==> config.mk <==
export PLATFORM = sky130hd
export DESIGN_NAME = secl_loader
export DESIGN_NICKNAME = d
export VERILOG_FILES = /design/src/verilog/secl_pkg.sv /design/src/verilog/secl_loader.sv /design/src/verilog/secl_sram.sv
export SDC_FILE = /design/constraint.sdc
export NUM_CORES = 2
export LEC_CHECK = 0
export BUFFER_PORTS_ARGS = -buffer_cell sky130_fd_sc_hd__buf_2
export CORE_MARGIN = 4
export CORE_UTILIZATION = 60
export DETAILED_ROUTE_END_ITERATION = 10
export PLACE_DENSITY_LB_ADDON = 0.2
export SLEW_MARGIN = 25
export SYNTH_ARGS = -nofsm -noshare
export SYNTH_HDL_FRONTEND = slang
export SYNTH_MEMORY_MAX_BITS = 65536
export SYNTH_SLANG_ARGS = --single-unit
==> constraint.sdc <==
create_clock -name clk_in -period 13.08 [get_ports clk_in]
set_clock_uncertainty 0.2 [all_clocks]
set_input_delay 1.308 -clock clk_in [delete_from_list [all_inputs] [get_ports clk_in]]
set_output_delay 1.308 -clock clk_in [all_outputs]
set_load 0.01 [all_outputs]
==> src/verilog/secl_pkg.sv <==
// Constants, timing and state types shared by the configuration loader files.
package secl_pkg;

  // ---------------------------------------------------------------------------
  // Clock and serial memory timing
  // ---------------------------------------------------------------------------
  localparam int CLK_PERIOD_PS  = 5000;   // System clock period, 200 MHz.
  localparam int EE_HALF_NS     = 500;    // Least half period of the memory clock.
  localparam int EE_HALF_CYC    = (EE_HALF_NS * 1000 + CLK_PERIOD_PS - 1) / CLK_PERIOD_PS;
  localparam int EE_BUSY_MS     = 10;     // Longest self-timed programming cycle.
  localparam int EE_BUSY_CYC    = (EE_BUSY_MS * 1000000 / CLK_PERIOD_PS) * 1000;

  // ---------------------------------------------------------------------------
  // Image layout
  // ---------------------------------------------------------------------------
  localparam int          ADDR_W       = 9;       // 512 byte locations.
  localparam int          DEPTH        = 512;
  localparam logic [8:0]  LAST_ADDR    = 9'h1FF;
  localparam logic [7:0]  SIGNATURE    = 8'hA5;
  localparam logic [8:0]  SIG_ADDR     = 9'h000;
  localparam logic [8:0]  SWCFG_LEN_AD = 9'h014;  // Structure length, in bytes.
  localparam logic [8:0]  SWCFG_OFF_AD = 9'h015;  // Structure offset, in 16-bit words.
  localparam logic [7:0]  SWCFG_LEN_DF = 8'h00;   // Built-in default length.
  localparam logic [8:0]  SWCFG_ADR_DF = 9'h000;  // Built-in default byte address.

  // ---------------------------------------------------------------------------
  // Serial frames: start bit and opcode, then address, then data
  // ---------------------------------------------------------------------------
  localparam int          FRAME_W      = 20;
  localparam logic [2:0]  OPC_READ     = 3'h6;
  localparam logic [2:0]  OPC_WRITE    = 3'h5;
  localparam logic [2:0]  OPC_ERASE    = 3'h7;
  localparam logic [2:0]  OPC_EWEN     = 3'h4;
  localparam logic [8:0]  EWEN_ADDR    = 9'h180;  // Address bits 11 then don't care.
  localparam logic [4:0]  CLKS_SHORT   = 5'h0C;   // Start, opcode and address.
  localparam logic [4:0]  CLKS_LONG    = 5'h14;   // Plus one data byte.

  // Host operation codes.
  localparam logic [1:0]  HOP_READ     = 2'h0;
  localparam logic [1:0]  HOP_WRITE    = 2'h1;
  localparam logic [1:0]  HOP_ERASE    = 2'h2;

  typedef enum logic [2:0] {
    ST_LOAD  = 3'b000,
    ST_IDLE  = 3'b001,
    ST_XFER  = 3'b010,
    ST_GAP   = 3'b011,
    ST_POLL  = 3'b100,
    ST_DONE  = 3'b101
  } secl_state_e;

endpackage : secl_pkg

==> src/verilog/secl_loader.sv <==
// Serial configuration memory loader with host access and descriptor read port.
// Functional notes
// - Every system reset starts a fresh load.
// - Memory present only if byte zero is A5.
// - Copy whole memory into internal 512 byte SRAM.
// - Descriptor values are read from the SRAM copy.
// - PHY held disconnected until loading completes.
// - Host may read, write and erase memory.
// - Image offsets count 16-bit words.
// - Zero length field means use default.
`timescale 1ns/100ps

module secl_loader #(
  parameter int BUSY_CYC = secl_pkg::EE_BUSY_CYC
) (
  input  wire logic       clk_in,
  input  wire logic       rst_in,
  input  wire logic       ce_in,
  // Serial memory pins.
  output logic            ee_sel_out,
  output logic            ee_clk_out,
  output logic            ee_mosi_out,
  input  wire logic       ee_miso_in,
  // Status toward the USB core.
  output logic            phy_disconnect_out,
  output logic            ee_present_out,
  // Descriptor read port into the SRAM copy.
  input  wire logic       desc_rd_in,
  input  wire logic [8:0] desc_addr_in,
  output logic      [7:0] desc_rdata_out,
  output logic            desc_rvalid_out,
  output logic            desc_default_out,
  // Software configuration field, decoded from the image.
  output logic            swcfg_present_out,
  output logic      [7:0] swcfg_len_out,
  output logic      [8:0] swcfg_addr_out,
  // Host operation request.
  input  wire logic       host_valid_in,
  output logic            host_ready_out,
  input  wire logic [1:0] host_op_in,
  input  wire logic [8:0] host_addr_in,
  input  wire logic [7:0] host_wdata_in,
  // Host read answer, through a two-entry buffer.
  output logic            host_rvalid_out,
  input  wire logic       host_rready_in,
  output logic      [7:0] host_rdata_out
);

  // ---------------------------------------------------------------------------
  // Pin synchroniser and bit clock divider
  // ---------------------------------------------------------------------------
  logic        miso_meta;
  logic        miso_s;
  logic [6:0]  div;
  logic        tick;

  // Two flops before any logic looks at the memory data pin.
  always_ff @(posedge clk_in) begin
    if (ce_in) begin
      miso_meta <= ee_miso_in;
      miso_s    <= miso_meta;
    end
  end

  assign tick = (div == 7'(secl_pkg::EE_HALF_CYC - 1));

  // Free-running half period timer; every action on the pins but the frame preload in ST_LOAD waits for it.
  always_ff @(posedge clk_in) begin
    if (rst_in) begin
      div <= 7'h00;
    end else if (ce_in) begin
      div <= tick ? 7'h00 : div + 7'h01;
    end
  end

  // ---------------------------------------------------------------------------
  // Transfer sequencer
  // ---------------------------------------------------------------------------
  secl_pkg::secl_state_e state;
  logic [19:0] frame;
  logic [4:0]  nclk;
  logic [4:0]  cnt;
  logic        rd_frame;
  logic        poll;
  logic        pend_ewen;
  logic        loading;
  logic        loaded;
  logic [8:0]  load_addr;
  logic [7:0]  rx;
  logic [1:0]  op;
  logic [8:0]  op_addr;
  logic [7:0]  op_data;
  logic [31:0] busy_cnt;
  logic        push;
  logic        fifo_full;
  logic        sram_wr;
  logic        accept;

  // Requests are taken only on a divider tick, so select keeps its full low time.
  assign accept         = (state == secl_pkg::ST_IDLE) && host_valid_in && !fifo_full && tick;
  assign host_ready_out = (state == secl_pkg::ST_IDLE) && !fifo_full && tick;
  assign ee_mosi_out    = frame[19];

  // Frame contents come from flops, so the data pin never glitches.
  always_ff @(posedge clk_in) begin
    if (rst_in) begin
      state      <= secl_pkg::ST_LOAD;
      loading    <= 1'b1;
      loaded     <= 1'b0;
      ee_sel_out <= 1'b0;
      ee_clk_out <= 1'b0;
      frame      <= 20'h00000;
      nclk       <= 5'h00;
      cnt        <= 5'h00;
      rd_frame   <= 1'b0;
      poll       <= 1'b0;
      pend_ewen  <= 1'b0;
      rx         <= 8'h00;
      op         <= 2'h0;
      op_addr    <= 9'h000;
      op_data    <= 8'h00;
      busy_cnt   <= 32'h00000000;
      push       <= 1'b0;
      sram_wr    <= 1'b0;
    end else if (ce_in) begin
      push    <= 1'b0;
      sram_wr <= 1'b0;
      case (state)
        secl_pkg::ST_LOAD: begin
          frame    <= {secl_pkg::OPC_READ, load_addr, 8'h00};
          nclk     <= secl_pkg::CLKS_LONG;
          rd_frame <= 1'b1;
          poll     <= 1'b0;
          if (tick) begin
            ee_sel_out <= 1'b1;
            cnt        <= 5'h00;
            state      <= secl_pkg::ST_XFER;
          end
        end
        secl_pkg::ST_IDLE: begin
          if (accept) begin
            op        <= host_op_in;
            op_addr   <= host_addr_in;
            op_data   <= host_wdata_in;
            rd_frame  <= (host_op_in == secl_pkg::HOP_READ);
            poll      <= 1'b0;
            pend_ewen <= (host_op_in != secl_pkg::HOP_READ);
            cnt       <= 5'h00;
            if (host_op_in == secl_pkg::HOP_READ) begin
              frame <= {secl_pkg::OPC_READ, host_addr_in, 8'h00};
              nclk  <= secl_pkg::CLKS_LONG;
            end else begin
              // Programming needs the write enable frame first.
              frame <= {secl_pkg::OPC_EWEN, secl_pkg::EWEN_ADDR, 8'h00};
              nclk  <= secl_pkg::CLKS_SHORT;
            end
            ee_sel_out <= 1'b1;
            state      <= secl_pkg::ST_XFER;
          end
        end
        secl_pkg::ST_XFER: begin
          // Rise with data stable, fall to sample and advance.
          if (tick) begin
            if (!ee_clk_out) begin
              ee_clk_out <= 1'b1;
            end else begin
              ee_clk_out <= 1'b0;
              cnt        <= cnt + 5'h01;
              frame      <= {frame[18:0], 1'b0};
              // The dummy bit after the address is skipped by sampling from clock 13.
              if (rd_frame && (cnt >= secl_pkg::CLKS_SHORT)) begin
                rx <= {rx[6:0], miso_s};
              end
              if (cnt == nclk - 5'h01) begin
                ee_sel_out <= 1'b0;
                state      <= secl_pkg::ST_GAP;
              end
            end
          end
        end
        secl_pkg::ST_GAP: begin
          // Select stays low a full half period between frames.
          if (tick) begin
            cnt <= 5'h00;
            if (pend_ewen) begin
              pend_ewen  <= 1'b0;
              poll       <= 1'b1;
              ee_sel_out <= 1'b1;
              state      <= secl_pkg::ST_XFER;
              if (op == secl_pkg::HOP_WRITE) begin
                frame <= {secl_pkg::OPC_WRITE, op_addr, op_data};
                nclk  <= secl_pkg::CLKS_LONG;
              end else begin
                frame <= {secl_pkg::OPC_ERASE, op_addr, 8'h00};
                nclk  <= secl_pkg::CLKS_SHORT;
              end
            end else if (poll) begin
              ee_sel_out <= 1'b1;
              busy_cnt   <= 32'h00000000;
              state      <= secl_pkg::ST_POLL;
            end else begin
              state <= secl_pkg::ST_DONE;
            end
          end
        end
        secl_pkg::ST_POLL: begin
          // Data pin goes high when programming ends; a dead part times out.
          // Both exits wait for a tick, so the next select still sees a full gap.
          busy_cnt <= busy_cnt + 32'h00000001;
          if (tick && (miso_s || (busy_cnt >= 32'(BUSY_CYC)))) begin
            ee_sel_out <= 1'b0;
            poll       <= 1'b0;
            state      <= secl_pkg::ST_IDLE;
          end
        end
        secl_pkg::ST_DONE: begin
          if (loading) begin
            if ((load_addr == secl_pkg::SIG_ADDR) && (rx != secl_pkg::SIGNATURE)) begin
              loading <= 1'b0;
              loaded  <= 1'b1;
              state   <= secl_pkg::ST_IDLE;
            end else begin
              sram_wr <= 1'b1;
              if (load_addr == secl_pkg::LAST_ADDR) begin
                loading <= 1'b0;
                loaded  <= 1'b1;
                state   <= secl_pkg::ST_IDLE;
              end else begin
                state <= secl_pkg::ST_LOAD;
              end
            end
          end else begin
            push  <= 1'b1;
            state <= secl_pkg::ST_IDLE;
          end
        end
        default: begin
          ee_sel_out <= 1'b0;
          state      <= secl_pkg::ST_IDLE;
        end
      endcase
    end
  end

  // Load address advances on the same edge that writes the byte.
  always_ff @(posedge clk_in) begin
    if (rst_in) begin
      load_addr <= secl_pkg::SIG_ADDR;
    end else if (ce_in && sram_wr) begin
      load_addr <= load_addr + 9'h001;
    end
  end

  // ---------------------------------------------------------------------------
  // Status and image fields
  // ---------------------------------------------------------------------------
  logic       present;
  logic [7:0] len_raw;
  logic [7:0] off_raw;

  // Presence follows the first byte of each load.
  always_ff @(posedge clk_in) begin
    if (rst_in) begin
      present <= 1'b0;
      len_raw <= 8'h00;
      off_raw <= 8'h00;
    end else if (ce_in && sram_wr) begin
      if (load_addr == secl_pkg::SIG_ADDR) begin
        present <= 1'b1;
      end
      if (load_addr == secl_pkg::SWCFG_LEN_AD) begin
        len_raw <= rx;
      end
      if (load_addr == secl_pkg::SWCFG_OFF_AD) begin
        off_raw <= rx;
      end
    end
  end

  always_ff @(posedge clk_in) begin
    if (rst_in) begin
      phy_disconnect_out <= 1'b1;
      ee_present_out     <= 1'b0;
      desc_default_out   <= 1'b1;
      swcfg_present_out  <= 1'b0;
      swcfg_len_out      <= secl_pkg::SWCFG_LEN_DF;
      swcfg_addr_out     <= secl_pkg::SWCFG_ADR_DF;
    end else if (ce_in) begin
      phy_disconnect_out <= !loaded;
      ee_present_out     <= present;
      desc_default_out   <= !present;
      swcfg_present_out  <= present && (len_raw != 8'h00);
      swcfg_len_out      <= (present && len_raw != 8'h00) ? len_raw : secl_pkg::SWCFG_LEN_DF;
      swcfg_addr_out     <= (present && len_raw != 8'h00) ? {off_raw, 1'b0}
                                                         : secl_pkg::SWCFG_ADR_DF;
    end
  end

  // ---------------------------------------------------------------------------
  // SRAM copy and descriptor port
  // ---------------------------------------------------------------------------
  // descriptors from SRAM
  secl_sram u_sram (
    .clk_in    (clk_in),
    .ce_in     (ce_in),
    .wr_in     (sram_wr),
    .waddr_in  (load_addr),
    .wdata_in  (rx),
    .rd_in     (desc_rd_in),
    .raddr_in  (desc_addr_in),
    .rdata_out (desc_rdata_out)
  );

  always_ff @(posedge clk_in) begin
    if (rst_in) begin
      desc_rvalid_out <= 1'b0;
    end else if (ce_in) begin
      desc_rvalid_out <= desc_rd_in;
    end
  end

  // ---------------------------------------------------------------------------
  // Two-entry read answer buffer
  // ---------------------------------------------------------------------------
  // New host requests stall while the buffer is full, so no answer is dropped.
  logic [7:0] fifo [0:1];
  logic       wptr;
  logic       rptr;
  logic [1:0] count;
  logic       pop;

  assign fifo_full       = (count == 2'h2);
  assign host_rvalid_out = (count != 2'h0);
  assign pop             = host_rvalid_out && host_rready_in;

  always_ff @(posedge clk_in) begin
    if (rst_in) begin
      wptr    <= 1'b0;
      rptr    <= 1'b0;
      count   <= 2'h0;
      fifo[0] <= 8'h00;
      fifo[1] <= 8'h00;
    end else if (ce_in) begin
      if (push) begin
        fifo[wptr] <= rx;
        wptr       <= !wptr;
      end
      if (pop) begin
        rptr <= !rptr;
      end
      count <= count + {1'b0, push} - {1'b0, pop};
    end
  end

  assign host_rdata_out = fifo[rptr];

endmodule : secl_loader

==> src/verilog/secl_sram.sv <==
// Internal 512 byte copy of the configuration image with a registered read port.
`timescale 1ns/100ps

module secl_sram (
  input  wire logic       clk_in,
  input  wire logic       ce_in,
  input  wire logic       wr_in,
  input  wire logic [8:0] waddr_in,
  input  wire logic [7:0] wdata_in,
  input  wire logic       rd_in,
  input  wire logic [8:0] raddr_in,
  output logic      [7:0] rdata_out
);

  // ---------------------------------------------------------------------------
  // Storage
  // ---------------------------------------------------------------------------
  logic [7:0] mem [0:secl_pkg::DEPTH-1];

  // Write port, filled only by the loader.
  always_ff @(posedge clk_in) begin
    if (ce_in && wr_in) begin
      mem[waddr_in] <= wdata_in;
    end
  end

  // Read data come from a register, so the array maps to block memory.
  always_ff @(posedge clk_in) begin
    if (ce_in && rd_in) begin
      rdata_out <= mem[raddr_in];
    end
  end

endmodule : secl_sram
==> summary.txt <==
Yosys
  – Synth Net Count: 9037
  – Mux cell area share after synthesis: 13.8%
  – Mapped cell area: 0.169 mm^2
  – Post-synth ARST share: 0%
  – Average size of a mapped cell: 18.8 um^2
  – Number of synthesized register bits: 4280
  – Synth Area in XOR/XNOR: 0.265%
  – Synthesized instance count: 8989
  – Post-Synth Adder-Cell Area: less than 1%
  – Synth Area in Simple Gates: 3.70%
  – Synth cell types: 93
  – Most used DFF post-synth: edfxtp_1
  – Post-synthesis sequential area ratio: 75.2%
  – Combinational family with the most area after synthesis: multiplexers
  – Complex-gate fraction of the synthesized area: 4.65%
  – Post-synth EDFFs: 4122
  – Ys Warns: 0

Routing
  – Final ANT Viol Nets: 0
  – Avg WL per Cell: about 34 um
  – Routed WL: between 400 and 500 mm
  – Starting DRT DRC Count: between 10000 and 15000
  – Routed vias: roughly 91000
  – DRC: 0
  – 1st-pass router iterations: 6
  – Vias per cell: 6.90

Critical path
  – Worst path cell trace: buf_8, buf_4, buf_4, buf_4, mux2i_1, nand3_1, a31oi_1, o31ai_2, o41ai_1, a2111oi_0, and4b_1
  – Crit path top cell by count: buf_4
  – Critical-path maximum fanout: 67
  – CP max stage delay: 910 ps
  – Worst Setup Path Type: primary input to flip-flop
  – Required time worst endpoint: approximately 14000 ps
  – CP endpoint kind: flip-flop
  – Worst Setup Start Kind: primary input
  – Critical path data arrival time: around 6700 ps
  – Worst path buffer plus inverter count: 4
  – Worst reg2reg startpoint: rx[5]$_SDFFE_PP0P_
  – R2R Path End: u_sram.mem[104][5]$_DFFE_PP_
  – Critical-path top delay cell: a2111oi_0
  – Worst r2r path cells: 3
  – R2R setup slack: 8930 ps
  – Delay-heaviest family, CP: buffers and inverters

Worst hold path
  – Worst hold stages: 0
  – Hold EP: miso_s$_DFFE_PP_
  – Hold Path Class: flip-flop to flip-flop
  – Worst hold start: miso_meta$_DFFE_PP_

Clocking
  – Clk root buf: clkbuf_16
  – CTS Sinks: 4280
  – Total clock buffers created by CTS: 413
  – CTS tree: yes
  – Worst-path clk slew: 60 ps
  – Setup Fix Bufs, Post-CTS: 0
  – Clock buffer depth: 4
  – H-tree Lvls: 5
  – Worst skew pair latency: 990 ps
  – Post-CTS Resized: 0
  – Hold_buf cts: 0

STA
  – Worst-margin pin slew: 1210 ps
  – Setup TNS: 0 ps
  – Rel. slew slack: 19.1%
  – Slew Viols, Final: 0
  – Count of final setup violators: 0
  – Final Hold Fails: 0
  – Post-layout min period: 6050 ps
  – Fin crit share: 46.3%
  – Unrepaired setup endpoints after global routing: no
  – FMAX: 165 MHz
  – WHS: 241 ps

Final layout
  – Area of the multi-input gates: 0.0383 mm^2
  – Final core utilization: 66.4%
  – Fin nets: 9125
  – Register area: 0.127 mm^2
  – Share of post-route cells with drive strength above 1: about 16%
  – Area growth from synthesis to layout: 9.88%
  – # fillers: 18107

Power and ir drop
  – Sw Ratio: 20.7%
  – Leakage: ~0.069 uW
  – Clock power share: about 43%
  – Switching power: 5670 uW
  – PwrDens: 148 mW/mm^2
  – Sequential share of power: 53.9%
  – Worst VDD drop: ~0.12 mV
  – Combinational cell fraction of total power: 2.8%
  – Int Power: 21800 uW

Die
  – Core region area: 0.280 mm^2
  – I/O Pins: about 80
  – Chip Width: 538 um
  – Row cnt: 194
  – Starting Density: 60.4%
  – Die Y: 538 um
  – Die ar.: 0.290 mm^2

Placement
  – PortBufs: 76
  – Gpl congestion: approximately 0.86
  – Detailed Place HPWL: 258 mm

Global route
  – Antenna violations before repair: 29
  – Largest net degree at the start of global routing: 213
  – First-pass GRT wire length: 638 mm
  – Number of global-route vias before repair: 88706
  – Gr usage total: between 30 and 40%
  – Gr ovfl total: 0

Status
  – Outcome: completed

Flow run
  – Max Cap Viol: 0
## Yosys cell counts, types with 13 or more instances
cell type | instances | area share [%]
a2111oi_0 | 16 | 0.083
a211oi_1 | 35 | 0.16
a21oi_1 | 210 | 0.62
a221oi_1 | 22 | 0.11
a22oi_1 | 50 | 0.22
a31oi_1 | 33 | 0.12
a32oi_1 | 18 | 0.093
and2_1 | 50 | 0.19
and3_1 | 18 | 0.067
buf_1 | 61 | 0.14
buf_12 | 21 | 0.25
buf_2 | 82 | 0.24
buf_4 | 31 | 0.14
buf_6 | 92 | 0.61
buf_8 | 32 | 0.28
clkbuf_1 | 252 | 0.56
dfxtp_1 | 158 | 1.9
edfxtp_1 | 4122 | 73
ha_1 | 13 | 0.096
inv_1 | 16 | 0.036
mux2_2 | 41 | 0.27
mux2i_1 | 851 | 5.0
mux4_1 | 36 | 0.56
mux4_2 | 597 | 8.0
nand2_1 | 272 | 0.60
nand2b_1 | 21 | 0.078
nand3_1 | 85 | 0.25
nand4_1 | 38 | 0.14
nor2_1 | 731 | 1.6
nor2b_1 | 18 | 0.067
nor3_1 | 90 | 0.27
nor4_1 | 22 | 0.082
o21ai_0 | 99 | 0.29
o221ai_1 | 310 | 1.6
o22ai_1 | 221 | 0.82
or3_1 | 13 | 0.048
xnor2_1 | 18 | 0.093
xor2_1 | 33 | 0.17
## power by group through the flow
| stage | clock network (uW) | logic (uW) | registers [uW] |
|---|---|---|---|
| after floorplan | 0 | 524 | 15100 |
| after global placement | 0 | 757 | 15100 |
| after detailed placement | 0 | 760 | 15100 |
| after CTS | 11900 | 762 | 14800 |
| after global routing | 12600 | 797 | 14800 |
| final | 11900 | 775 | 14800 |
## per-layer routing
metal  wire length [um]  vias up  track usage [%]  part of all wire [%]
li1                   -    36937                -                     -
met1             168000    47041             43.8                    38
met2             206000     5804             46.0                    46
met3              50300      975             6.29                    11
met4              18800       14             11.4                   4.2
met5                101        -                0                 0.023
## cells in the final DEF, fill, tap and decap left out, types with 16 or more instances in the layout
cell type / Yosys / layout
bufinv_16: 0 / 43
xor2_1: 33 / 33
buf_2: 82 / 70
mux2_2: 41 / 41
dfxtp_1: 158 / 149
xnor2_1: 18 / 18
a31oi_1: 33 / 33
buf_4: 31 / 144
clkbuf_16: 0 / 417
a21oi_1: 210 / 210
mux4_1: 36 / 36
nor2b_1: 18 / 16
and2_1: 50 / 48
edfxtp_1: 4122 / 4122
a211oi_1: 35 / 33
nor2_1: 731 / 723
a32oi_1: 18 / 18
nand2b_1: 21 / 19
nand4_1: 38 / 38
nand2_4: 0 / 17
nor4_1: 22 / 21
clkbuf_1: 252 / 81
o221ai_1: 310 / 310
o21ai_0: 99 / 97
clkinv_1: 5 / 97
clkinv_2: 0 / 72
a221oi_1: 22 / 22
mux4_2: 597 / 597
mux2i_1: 851 / 851
nand2_1: 272 / 255
o22ai_1: 221 / 221
buf_12: 21 / 19
and3_1: 18 / 17
a22oi_1: 50 / 50
nor3_1: 90 / 89
nand3_1: 85 / 85
## state kept, by name (all words and copies together) (netlist names), 9 cells and up, named ones only
| signal | flops |
|---|---|
| u_sram.mem | 4096 |
| fifo | 16 |
| op_addr | 9 |
| load_addr | 9 |
| busy_cnt | 32 |
| frame | 20 |
## worst max-delay path by stage
stage | startpoint | end | slack (ps) | cells after the start
floorplan | rx[0]$_SDFFE_PP0P_ | state[0]$_SDFFE_PP0P_ | 4750 | 5
finish | desc_addr_in[1] | u_sram.rdata_out[6]$_DFFE_PP_ | 7030 | 11
CTS | desc_addr_in[1] | u_sram.rdata_out[6]$_DFFE_PP_ | 7190 | 11
global route | desc_addr_in[1] | u_sram.rdata_out[6]$_DFFE_PP_ | 6950 | 11
detailed placement | desc_addr_in[1] | u_sram.rdata_out[6]$_DFFE_PP_ | 6200 | 11
global placement | desc_addr_in[1] | u_sram.rdata_out[6]$_DFFE_PP_ | 6190 | 11
## worst reg2reg max path: stages, from the launching register on
cell,delay (ps)
dfxtp_4,790
buf_4,820
buf_4,910
buf_4,1020
## cell type report
cell class                 count  share of cell area [%]
multi-input combinational   4117                    20.7
timing repair buffer         244                    1.09
sequential                  4280                    68.4
clock inverter               248                    1.38
tap                         3724                    2.51
clock buffer                 505                    5.84
antenna                       13                  0.0175
inverter                      21                  0.0506
## logic make-up after synthesis
| kind of cell | count (synthesis) |
|---|---|
| simple gates | 1413 |
| other cells | 1 |
| flops | 4280 |
| xor+xnor | 51 |
| fa+ha+maj | 13 |
| mux | 1525 |
| compound gates | 1114 |
| buf+inv | 592 |
## metrics by stage
stage               total power (uW)  instances  setup slack [ps]  cell area, um^2
floorplan                      15600       8989              4750           169000
global placement               15800      12379              6190           172000
detailed placement             15900      12380              6200           172000
CTS                            27500      13133              7190           185000
global route                   28200      13141              6950           186000
finish                         27500      13152              7030           186000
Note: power is estimated with default switching activity, not from simulation.
